$ cat src/rtl/mcr_pkg.sv
/*
  Constants, field layouts and carrier types of the monitor control and
  result-formatting block.
  Assumes a byte-wide register port behind the serial bus and an external
  converter front end that takes one measurement request at a time.
*/
// Summary of operation
// - Control bit 7 picks Celsius or Kelvin.
// - Control bit 6 picks repeated or single pass.
// - Mode 00 measures internal temperature only.
// - Mode 01 measures first input pair only.
// - Mode 10 measures second input pair only.
// - Mode 11 measures everything the set defines.
// - Set codes 000 to 011 choose measurements.
// - Set codes 100 to 111 choose measurements.
// - Voltage high byte: fresh, sign, bits 13:8.
// - Voltage low byte holds result bits 7:0.
// - New result sets its fresh flag.
// - Reading a high byte clears its fresh flag.
// - Temperature high byte: fresh, short, open, 12:8.
// - Short flag only for remote temperature results.
// - Open flag only for remote temperature results.
// - Supply result is offset by 2.5 volts.
// - Trigger write starts; trigger read returns status.
// - Reset clears every register to zero.
// - Repeated mode keeps busy high after trigger.
package mcr_pkg;

  // ************************************************************
  // Register map
  // ************************************************************
  localparam logic [3:0] ADDR_STATUS = 4'h0;
  localparam logic [3:0] ADDR_CONTROL = 4'h1;
  localparam logic [3:0] ADDR_TRIGGER = 4'h2;
  localparam logic [3:0] ADDR_RESULT_FIRST = 4'h4;
  localparam logic [2:0] SLOT_BASE = 3'h2;
  localparam int NUM_SLOTS = 6;
  localparam logic [2:0] SLOT_TINT = 3'h0;
  localparam logic [2:0] SLOT_IN1 = 3'h1;
  localparam logic [2:0] SLOT_IN2 = 3'h2;
  localparam logic [2:0] SLOT_IN3 = 3'h3;
  localparam logic [2:0] SLOT_IN4 = 3'h4;
  localparam logic [2:0] SLOT_VCC = 3'h5;

  // ************************************************************
  // Field positions and reset values
  // ************************************************************
  localparam int CTRL_UNIT_BIT = 7;
  localparam int CTRL_SINGLE_BIT = 6;
  localparam int CTRL_PAIR_HI = 4;
  localparam int CTRL_PAIR_LO = 3;
  localparam int CTRL_SET_HI = 2;
  localparam int CTRL_SET_LO = 0;
  localparam logic [1:0] PAIR_TINT_ONLY = 2'h0;
  localparam logic [1:0] PAIR_FIRST = 2'h1;
  localparam logic [1:0] PAIR_SECOND = 2'h2;
  localparam logic [1:0] PAIR_ALL = 2'h3;
  localparam int STAT_BUSY_BIT = 0;
  localparam int STAT_FRESH_LSB = 1;
  localparam logic [7:0] REG_RESET = 8'h00;
  localparam int VOLT_W = 14;
  localparam int TEMP_W = 13;
  // 273.125 K in sixteenths of a degree
  localparam logic [12:0] KELVIN_OFFSET = 13'h1112;
  // 2.5 V in steps of 305.18 uV
  localparam logic [15:0] VCC_OFFSET = 16'h2000;

  // ************************************************************
  // Carrier types
  // ************************************************************
  typedef enum logic [2:0] {
    MK_TINT,
    MK_SINGLE,
    MK_DIFF,
    MK_REMOTE,
    MK_SUPPLY
  } mcr_kind_t;

  typedef struct packed {
    mcr_kind_t kind;
    logic [2:0] slot;
  } mcr_conv_req_t;

  typedef struct packed {
    logic [14:0] value;
    logic sign;
    logic sensor_short;
    logic sensor_open;
  } mcr_conv_res_t;

endpackage : mcr_pkg

$ cat src/rtl/mcr_monitor_ctrl.sv
/*
  Control register, measurement sequencer, result formatting and result
  registers of the four-input monitor.
  Assumes a byte register port driven by the serial bus engine (reg_rd and
  reg_wr one-cycle pulses, synchronous to clk) and a converter front end that
  answers each held request with one conv_done pulse.
*/
`timescale 1ns/1ps
module mcr_monitor_ctrl #(
  parameter int RESULT_W = 14
) (
  // Clock and reset
  input wire logic clk,
  input wire logic reset,
  // Register port
  input wire logic [7:0] reg_addr,
  input wire logic reg_wr,
  input wire logic reg_rd,
  input wire logic [7:0] reg_wdata,
  output logic [7:0] reg_rdata,
  // Converter front end
  output logic conv_req,
  output mcr_pkg::mcr_conv_req_t conv_cmd,
  input wire logic conv_done,
  input wire mcr_pkg::mcr_conv_res_t conv_res,
  // Status
  output logic busy
);
  import mcr_pkg::*;

  if (RESULT_W != VOLT_W) begin : g_width_check
    $error("mcr_monitor_ctrl: result layout needs RESULT_W of 14");
  end

  // ************************************************************
  // Slot selection helpers
  // ************************************************************
  function automatic logic slot_enabled(input logic [7:0] ctrl, input logic [2:0] slot);
    logic [1:0] pair;
    logic [2:0] set;
    logic en;
    pair = ctrl[CTRL_PAIR_HI:CTRL_PAIR_LO];
    set = ctrl[CTRL_SET_HI:CTRL_SET_LO];
    en = 1'b0;
    unique case (slot)
      SLOT_TINT: en = (pair == PAIR_TINT_ONLY) || (pair == PAIR_ALL);
      SLOT_IN1: en = (pair == PAIR_FIRST) || (pair == PAIR_ALL);
      SLOT_IN2: en = ((pair == PAIR_FIRST) || (pair == PAIR_ALL))
                     && ((set == 3'h0) || (set == 3'h7));
      SLOT_IN3: en = (pair == PAIR_SECOND) || (pair == PAIR_ALL);
      SLOT_IN4: en = ((pair == PAIR_SECOND) || (pair == PAIR_ALL))
                     && ((set == 3'h2) || (set == 3'h3) || (set == 3'h7));
      SLOT_VCC: en = (pair == PAIR_ALL);
      default: en = 1'b0;
    endcase
    return en;
  endfunction : slot_enabled

  function automatic mcr_kind_t slot_kind(input logic [7:0] ctrl, input logic [2:0] slot);
    logic [2:0] set;
    mcr_kind_t k;
    set = ctrl[CTRL_SET_HI:CTRL_SET_LO];
    k = MK_SINGLE;
    unique case (slot)
      SLOT_TINT: k = MK_TINT;
      SLOT_IN1: begin
        unique case (set)
          3'h0, 3'h7: k = MK_SINGLE;
          3'h1, 3'h2, 3'h6: k = MK_DIFF;
          default: k = MK_REMOTE;
        endcase
      end
      SLOT_IN3: begin
        unique case (set)
          3'h0, 3'h1, 3'h5: k = MK_REMOTE;
          3'h4, 3'h6: k = MK_DIFF;
          default: k = MK_SINGLE;
        endcase
      end
      SLOT_VCC: k = MK_SUPPLY;
      default: k = MK_SINGLE;
    endcase
    return k;
  endfunction : slot_kind

  // ************************************************************
  // Register port decode
  // ************************************************************
  logic [3:0] addr;
  logic [2:0] rd_slot;
  logic rd_result_hi;
  logic trigger_wr;

  // Upper address bits are ignored, so the map aliases every 16 bytes
  assign addr = reg_addr[3:0];
  assign rd_slot = addr[3:1] - SLOT_BASE;
  assign rd_result_hi = reg_rd && (addr >= ADDR_RESULT_FIRST) && !addr[0];
  assign trigger_wr = reg_wr && (addr == ADDR_TRIGGER);

  // ************************************************************
  // Control register
  // ************************************************************
  logic [7:0] ctrl_reg;
  logic [7:0] ctrl_next;

  always_comb begin
    ctrl_next = ctrl_reg;
    if (reg_wr && (addr == ADDR_CONTROL)) begin
      ctrl_next = reg_wdata;
    end
  end

  always_ff @(posedge clk or posedge reset) begin
    if (reset) begin
      ctrl_reg <= REG_RESET;
    end else begin
      ctrl_reg <= ctrl_next;
    end
  end

  // ************************************************************
  // Measurement sequencer
  // ************************************************************
  typedef enum logic [1:0] {
    ST_IDLE,
    ST_STEP,
    ST_WAIT
  } mcr_state_t;

  mcr_state_t state_reg;
  mcr_state_t state_next;
  logic [2:0] slot_reg;
  logic [2:0] slot_next;
  // Settings are latched per pass so a control write mid-pass cannot mix modes
  logic [7:0] pass_ctrl_reg;
  logic [7:0] pass_ctrl_next;
  logic conv_req_next;
  mcr_conv_req_t conv_cmd_reg;
  mcr_conv_req_t conv_cmd_next;
  logic result_we;

  always_comb begin
    state_next = state_reg;
    slot_next = slot_reg;
    pass_ctrl_next = pass_ctrl_reg;
    conv_cmd_next = conv_cmd_reg;
    conv_req_next = 1'b0;
    result_we = 1'b0;
    unique case (state_reg)
      ST_IDLE: begin
        // Triggers while a pass runs are ignored
        if (trigger_wr) begin
          state_next = ST_STEP;
          slot_next = SLOT_TINT;
          pass_ctrl_next = ctrl_reg;
        end
      end
      ST_STEP: begin
        if (slot_enabled(pass_ctrl_reg, slot_reg)) begin
          state_next = ST_WAIT;
          conv_req_next = 1'b1;
          conv_cmd_next.kind = slot_kind(pass_ctrl_reg, slot_reg);
          conv_cmd_next.slot = slot_reg;
        end else if (slot_reg != SLOT_VCC) begin
          slot_next = slot_reg + 3'h1;
        end else if (pass_ctrl_reg[CTRL_SINGLE_BIT]) begin
          state_next = ST_IDLE;
        end else begin
          // Repeated mode starts the next pass and never drops busy
          slot_next = SLOT_TINT;
          pass_ctrl_next = ctrl_reg;
        end
      end
      ST_WAIT: begin
        conv_req_next = !conv_done;
        if (conv_done) begin
          result_we = 1'b1;
          if (slot_reg != SLOT_VCC) begin
            state_next = ST_STEP;
            slot_next = slot_reg + 3'h1;
          end else if (pass_ctrl_reg[CTRL_SINGLE_BIT]) begin
            state_next = ST_IDLE;
          end else begin
            state_next = ST_STEP;
            slot_next = SLOT_TINT;
            pass_ctrl_next = ctrl_reg;
          end
        end
      end
    endcase
  end

  always_ff @(posedge clk or posedge reset) begin
    if (reset) begin
      state_reg <= ST_IDLE;
      slot_reg <= SLOT_TINT;
      pass_ctrl_reg <= REG_RESET;
      conv_req <= 1'b0;
      conv_cmd_reg <= '0;
    end else begin
      state_reg <= state_next;
      slot_reg <= slot_next;
      pass_ctrl_reg <= pass_ctrl_next;
      conv_req <= conv_req_next;
      conv_cmd_reg <= conv_cmd_next;
    end
  end

  assign conv_cmd = conv_cmd_reg;
  assign busy = (state_reg != ST_IDLE);

  // ************************************************************
  // Result formatting
  // ************************************************************
  logic [12:0] temp_code;
  logic [15:0] supply_code;
  logic is_remote;
  logic [7:0] fmt_hi;
  logic [7:0] fmt_lo;

  always_comb begin
    temp_code = conv_res.value[12:0];
    if (pass_ctrl_reg[CTRL_UNIT_BIT]) begin
      temp_code = conv_res.value[12:0] + KELVIN_OFFSET;
    end
    // Supply arrives as an absolute code; the stored value is above 2.5 V
    supply_code = {1'b0, conv_res.value} - VCC_OFFSET;
    is_remote = (conv_cmd_reg.kind == MK_REMOTE);
    fmt_hi = 8'h00;
    fmt_lo = 8'h00;
    unique case (conv_cmd_reg.kind)
      MK_TINT, MK_REMOTE: begin
        fmt_hi = {1'b1, conv_res.sensor_short && is_remote,
                  conv_res.sensor_open && is_remote, temp_code[12:8]};
        fmt_lo = temp_code[7:0];
      end
      MK_SUPPLY: begin
        fmt_hi = {1'b1, supply_code[15], supply_code[13:8]};
        fmt_lo = supply_code[7:0];
      end
      default: begin
        fmt_hi = {1'b1, conv_res.sign, conv_res.value[13:8]};
        fmt_lo = conv_res.value[7:0];
      end
    endcase
  end

  // ************************************************************
  // Result registers and fresh flags
  // ************************************************************
  logic [7:0] res_hi_reg [NUM_SLOTS];
  logic [7:0] res_hi_next [NUM_SLOTS];
  logic [7:0] res_lo_reg [NUM_SLOTS];
  logic [7:0] res_lo_next [NUM_SLOTS];
  logic [5:0] fresh;

  always_comb begin
    for (int i = 0; i < NUM_SLOTS; i++) begin
      res_hi_next[i] = res_hi_reg[i];
      res_lo_next[i] = res_lo_reg[i];
      if (rd_result_hi && (rd_slot == 3'(i))) begin
        res_hi_next[i][7] = 1'b0;
      end
      // Applied after the clear so a result landing on a read is not lost
      if (result_we && (conv_cmd_reg.slot == 3'(i))) begin
        res_hi_next[i] = fmt_hi;
        res_lo_next[i] = fmt_lo;
      end
    end
  end

  always_ff @(posedge clk or posedge reset) begin
    if (reset) begin
      for (int i = 0; i < NUM_SLOTS; i++) begin
        res_hi_reg[i] <= REG_RESET;
        res_lo_reg[i] <= REG_RESET;
      end
    end else begin
      for (int i = 0; i < NUM_SLOTS; i++) begin
        res_hi_reg[i] <= res_hi_next[i];
        res_lo_reg[i] <= res_lo_next[i];
      end
    end
  end

  always_comb begin
    for (int i = 0; i < NUM_SLOTS; i++) begin
      fresh[i] = res_hi_reg[i][7];
    end
  end

  // ************************************************************
  // Read data
  // ************************************************************
  logic [7:0] status_val;
  logic [7:0] rdata_reg;
  logic [7:0] rdata_next;

  assign status_val = {1'b0, fresh, busy};

  always_comb begin
    rdata_next = rdata_reg;
    if (reg_rd) begin
      if (addr == ADDR_STATUS || addr == ADDR_TRIGGER) begin
        rdata_next = status_val;
      end else if (addr == ADDR_CONTROL) begin
        rdata_next = ctrl_reg;
      end else if (addr < ADDR_RESULT_FIRST) begin
        rdata_next = 8'h00;
      end else if (addr[0]) begin
        rdata_next = res_lo_reg[rd_slot];
      end else begin
        rdata_next = res_hi_reg[rd_slot];
      end
    end
  end

  always_ff @(posedge clk or posedge reset) begin
    if (reset) begin
      rdata_reg <= REG_RESET;
    end else begin
      rdata_reg <= rdata_next;
    end
  end

  assign reg_rdata = rdata_reg;

endmodule : mcr_monitor_ctrl

$ cat config.mk
export PLATFORM = sky130hd
export DESIGN_NAME = mcr_monitor_ctrl
export DESIGN_NICKNAME = d
export VERILOG_FILES = /design/src/rtl/mcr_pkg.sv /design/src/rtl/mcr_monitor_ctrl.sv
export SDC_FILE = /design/constraint.sdc
export NUM_CORES = 1
export LEC_CHECK = 0
export ABC_AREA = 1
export BUFFER_PORTS_ARGS = -buffer_cell sky130_fd_sc_hd__buf_2
export CORE_MARGIN = 2
export CORE_UTILIZATION = 45
export CTS_CLUSTER_DIAMETER = 100
export CTS_CLUSTER_SIZE = 25
export DETAILED_ROUTE_END_ITERATION = 12
export GPL_ROUTABILITY_DRIVEN = 0
export PLACE_DENSITY = 0.63
export SLEW_MARGIN = 25
export SYNTH_ARGS = -nofsm -noshare
export SYNTH_HDL_FRONTEND = slang
export SYNTH_SLANG_ARGS = --single-unit
$ cat constraint.sdc
create_clock -name clk -period 4.1 [get_ports clk]
set_input_delay 0.41 -clock clk [delete_from_list [all_inputs] [get_ports clk]]
set_output_delay 0.41 -clock clk [all_outputs]
set_load 0.02 [all_outputs]
### Word-level counts from Yosys, hierarchy flattened

Index checks and enable logic that the tools add are counted.

* flip-flop bits (word level): 132
* latch bits: 0
* RAM bits: 0
* ROM bits: 0
* output and inout bits: 16
* memories kept: 0

* add/subtract/negate cells: 4
* multipliers: 0
* divide/modulo/power cells: 0
* $lt $le $gt $ge: 3
* equality and inequality tests: 37
* shifts and indexed selects: 0
* multiplexer cells: 54
* bitwise gates (word level): 1
* reductions and logical operators: 52

Operators by type and width (number)
* 8-bit two-way mux: 19
* 8-bit binary-select mux with 3-bit select: 2
* 3-bit equality test, second input constant: 11
* 3-bit by 2-bit equality test with 1-bit output, second input constant: 9
* 8-bit one-hot mux with 3 select lines: 1
* 1-bit logical AND: 20
* 8-bit one-hot mux with 2 select lines: 1
* 15-bit by 14-bit subtractor with 16-bit output, second input constant: 1
* 3-bit logical NOT: 5
* 3-bit two-way mux: 5
* 7-bit one-hot mux with 2 select lines: 1
* 2-bit nonzero test: 7
* 13-bit adder, second input constant: 1
* 13-bit two-way mux: 1
* 3-bit by 1-bit equality test with 1-bit output, second input constant: 4
* 1-bit two-way mux: 12
* 3-bit one-hot mux with 4 select lines: 1
* 2-bit two-way mux: 5
* 3-bit inequality test, second input constant: 3
* 3-bit one-hot mux with 3 select lines: 1
* 2-bit one-hot mux with 2 select lines: 2
* 1-bit logical OR: 7
* 2-bit equality test, second input constant: 3
* 2-bit inequality test, second input constant: 3
* other kinds (20): 26

### Longest topological paths before layout

* word-level depth: 9
* gate-level depth with buffers: 12

### Worst setup path before layout

OpenSTA, ideal clock, no wires.

* path type: input -> register
* from: in reg_addr[2]
* to: reg rdata_reg[2] (netlist: reg_rdata[2])
* setup time: 117 ps
* data arrival time: 1730 ps
* required time: 3983 ps
* slack: 2254 ps
* cell stages on the path: 11
* cell sequence: inv_2 > ha_1 > clkbuf_1 > nor2_1 > buf_2 > a21oi_1 > nand3_1 > nand3_1 > nand2_1 > nand2_1 > nand2_1

* word-level cells in the longest chain between the ends: 9
* elaborated cells on any way between the ends: 17
* those cells by class: 1 x add/sub; 1 x order compare; 2 x eq/ne; 10 x mux; 1 x bitwise; 2 x reduce/logical

Ends and longest elaborated chain
* from (decl): RTL line mcr_monitor_ctrl.sv:16 `input wire logic [7:0] reg_addr,`
* 3-bit by 2-bit subtractor with 3-bit output: RTL line mcr_monitor_ctrl.sv:96 `assign rd_slot = addr[3:1] - SLOT_BASE;`
* 3-bit inverter with 4-bit output (not written as such): RTL line mcr_monitor_ctrl.sv:311, mcr_monitor_ctrl.sv:313
* 8-bit binary-select mux with 3-bit select (on tied branches): RTL line mcr_monitor_ctrl.sv:313, mcr_monitor_ctrl.sv:311
* 8-bit two-way mux (on tied branches) (2 in series): RTL line mcr_monitor_ctrl.sv:313, mcr_monitor_ctrl.sv:311
* 8-bit two-way mux: RTL line mcr_monitor_ctrl.sv:310 `end else if (addr[0]) begin`
* 8-bit two-way mux: RTL line mcr_monitor_ctrl.sv:308 `end else if (addr < ADDR_RESULT_FIRST) begin`
* 8-bit two-way mux: RTL line mcr_monitor_ctrl.sv:306 `end else if (addr == ADDR_CONTROL) begin`
* 8-bit two-way mux *: RTL line mcr_monitor_ctrl.sv:304 `if (addr == ADDR_STATUS || addr == ADDR_TRIGGER) begin`
* to (signal assigned): RTL line mcr_monitor_ctrl.sv:322 `rdata_reg <= rdata_next;`
* to (decl): RTL line mcr_monitor_ctrl.sv:296 `logic [7:0] rdata_reg;`

Every way passes the cells marked *; elsewhere a longest branch is shown, timed or not. The select of a mux whose other input is x is not followed.
A chain may end at the register's enable or synchronous reset.

### Worst setup path after layout

* from: in reg_addr[2]
* to: reg rdata_reg[5] (netlist: reg_rdata[5])

The elaborated chain is that of the path after synthesis.

==> impl_metrics.csv <==
group,metric,value,unit
synthesis,synthSimpleGateAreaFrac,28.1,%
synthesis,synth_nets,921,
grt,grt_max_degree,73,
synthesis,yosys.area_share.adder,1.87,%
die,die_h,126,µm
placement,place_hpwl,12.0,mm
grt,grt_pass1_vias,5256,
clock_network,clkSinkCount,131,
timing,fin_setup_tns,0,ps
clock_network,cts_tree,"done",
critical_path,path_class,"in -> reg",
clock_network,clk_pin_slew_worst_paths,50,ps
finish,final_nets,979,
die,chipWidth,126,µm
outcome,outcome,"finished, final reports clean",
clock_network,clock_path_buffers,2,
synthesis,yosys.area_share.xor_xnor,0.765,%
critical_path,cp.required,4450,ps
synthesis,ys_warn_count,0,
critical_path,rr_worst_depth,8,
finish,syn_to_final_growth,14.9,%
die,start_util,46.1,%
critical_path,crit_path_frequent_cell,"nand2_1",
detailed_routing,drtIter0Drc,583,
detailed_routing,avgRoutedWirePerCell,15.7,µm
grt,grt_pass1_wl,28.5,mm
timing,fmax,421,MHz
synthesis,muxShareOfSynthArea,1.94,%
grt,overflow,0,
synthesis,async_flop_share,100,%
synthesis,ys.flop_type,"dfrtp_1",
power_and_ir_drop,p_leak,4.04,nW
power_and_ir_drop,power.density,583,mW/mm²
timing,finalCritPeriodShare,57.9,%
hold_path,hold_depth,2,
critical_path,crit_cells,12,
placement,io_buffer_count,50,
timing,slew_viol_final,0,
power_and_ir_drop,irDropWorstVdd,0.000347,V
timing,setup-violations-final,0,
finish,n_antenna_cell,0,
finish,utilization,53.0,%
clock_network,cts_resized,0,
grt,grtUsageTotal,23.2,%
placement,preCtsSetupSlack,1350,ps
critical_path,cp.arrival,2730,ps
timing,worstMarginPinSlew,818,ps
detailed_routing,vias_per_cell,5.23,
timing,layout_min_cycle_time,2370,ps
finish,largest_reg_flops,48,
synthesis,synth_seq_cells,131,
clock_network,clkLatencyLatePin,420,ps
detailed_routing,drc,0,
timing,finalHoldViolCount,0,
synthesis,synth_compound_area_share,11.8,%
detailed_routing,antenna_left,0,
clock_network,cts_root_buffer,"clkbuf_16",
synthesis,synth.avg_cell_area,7.69,µm²
detailed_routing,drtPass1Iterations,5,
clock_network,htree_levels,4,
critical_path,critPathTopFamily,"simple AND/OR/NAND/NOR gates",
synthesis,synth_cell_types,40,
detailed_routing,vias,5871,
critical_path,cp_slowest_stage_delay,610,ps
synthesis,synth_edf_count,0,
die,rows,44,
synthesis,netlist_instances,872,
critical_path,path_cells,"buf_2, inv_2, ha_1, nor2_1, buf_4, nand2_1, and2_1, nand3_1, nand3_1, nand2_1, nand2_1, nand2_1",
critical_path,worstSetupStartpointType,"input port",
hold_path,hold_class,"in -> reg",
finish,layout_commonest_cell,"nand2_1",
critical_path,slowest_stage,"ha_1",
detailed_routing,wirelength,17.6,mm
flow_run,drv_cap,0,
clock_network,cts_made_buffers,17,
die,ios,55,
timing,fin_skew,7.23,ps
grt,antenna_found_initial,0,
die,core_area,0.0145,mm²
timing,max-slew-margin-rel,45.3,%
critical_path,worst-path-buf-inv,3,
timing,holdWs,223,ps
finish,final_cell_mix,"nand2_1 (331), dfrtp_1 (131), inv_1 (79), o21ai_0 (63), nor2_1 (53)",
timing,timing.final.ws_setup,1730,ps
synthesis,yosysSeqAreaShare,48.9,%
synthesis,syn_area,0.00671,mm²
critical_path,crit_path_end_kind,"flop",
synthesis,synth_top_family_by_area,"simple AND/OR/NAND/NOR gates",
clock_network,cts_setup_buffers,0,
finish,n_fill_cell,1490,
finish,drive_gt1_share,12.7,%
critical_path,critPathMaxFanout,20,
die,die_area,0.0159,mm²
timing,grt_setup_unrepaired,"no",
[repair_timing]
| action | 4_1_cts | 5_1_grt |
|---|---|---|
| hold buffers | 0 | 1 |
| setup endpoints to repair | 0 | 0 |
| endpoints found under the hold margin | 0 | 16 |
[worst reg2reg max path, cell delays in order, from the launching register on]
cell and delay (ps):
dfrtp_1 410, inv_1 100, nand3_1 90, o21ai_1 140
nand2_2 160, inv_2 170, nand2_1 110, a21oi_1 590
o21ai_0 180
[per-layer routing]
metal	vias up	routed length [µm]	global-route usage (%)
met3	23	792	3.91
li1	2916	-	-
met5	-	0	0
met4	0	312	7.76
met1	2771	9040	35.9
met2	161	7440	33.1
[path summary, 6_finish.rpt]
check,from,slack (ps),to
worst max-delay path,reg_addr[2],1730,reg_rdata[5]$_DFFE_PP0P_
worst min-delay path,reg_wdata[4],220,ctrl_reg[4]$_DFFE_PP0P_
worst max register to register,conv_cmd[5]$_DFFE_PP0P_,2000,res_hi_reg[1]$_DFFE_PP0P_
worst min register to register,reg_rdata[7]$_DFFE_PP0P_,470,reg_rdata[7]$_DFFE_PP0P_
max in group asynchronous,reset,2990,res_lo_reg[38]$_DFFE_PP0P_
min in group asynchronous,reset,490,conv_cmd[4]$_DFFE_PP0P_
[final cells by class]
class,count,area [µm²],share of cell area (%)
timing repair buffer,61,368,4.78
tap,184,230,2.99
sequential,131,3280,42.6
multi-input combinational,625,2980,38.7
inverter,94,355,4.61
clock buffer,27,493,6.40
[logic make-up (layout without fill, tap and decap cells)]
group / count (synthesis) / in the layout
adders and majority gates: 10 / 10
AOI/OAI and AO/OA: 143 / 143
muxes: 9 / 9
buffers and inverters: 116 / 182
xor gates and xnor gates: 5 / 5
DFF: 131 / 131
and+or+nand+nor: 458 / 458
[metrics by stage]
step / area, µm² / cells / total power, W
after CTS: 7660 / 1120 / 0.00451
final: 7700 / 1122 / 0.00449
after global routing: 7700 / 1122 / 0.00481
after detailed placement: 7170 / 1093 / 0.00318
after floorplan: 6710 / 872 / 0.00281
after global placement: 7170 / 1093 / 0.00316
[Yosys cell counts (2+ instances only)]
cell type | instances | area (µm²)
nand2_1 | 331 | 1240
o21ai_0 | 63 | 315
o21a_1 | 3 | 22.5
nand4_1 | 16 | 100
xor2_1 | 4 | 35.0
a31oi_1 | 4 | 25.0
o211ai_1 | 2 | 15.0
dfrtp_1 | 131 | 3280
nor3_1 | 4 | 20.0
o21ai_2 | 2 | 17.5
nor3_2 | 2 | 20.0
a21oi_1 | 26 | 130
nor2_1 | 53 | 199
inv_1 | 80 | 300
a22oi_1 | 5 | 37.5
clkbuf_1 | 15 | 56.3
o21ai_1 | 26 | 130
nand3_1 | 39 | 195
a221oi_1 | 4 | 35.0
inv_2 | 13 | 48.8
nand2_2 | 4 | 25.0
buf_2 | 5 | 25.0
ha_1 | 10 | 125
or2_2 | 2 | 12.5
buf_4 | 2 | 15.0
o22ai_1 | 5 | 31.3
mux2_4 | 8 | 120
[power by group]
group / leakage [nW] / internal [W] / switching (W) / total, W
sequential: 1.67 / 0.00160 / 0.000223 / 0.00183
clock: 0.239 / 0.000803 / 0.000508 / 0.00131
combinational: 2.13 / 0.000460 / 0.000897 / 0.00136
total: 4.04 / 0.00287 / 0.00163 / 0.00449
(Power assumes the default switching activity.)
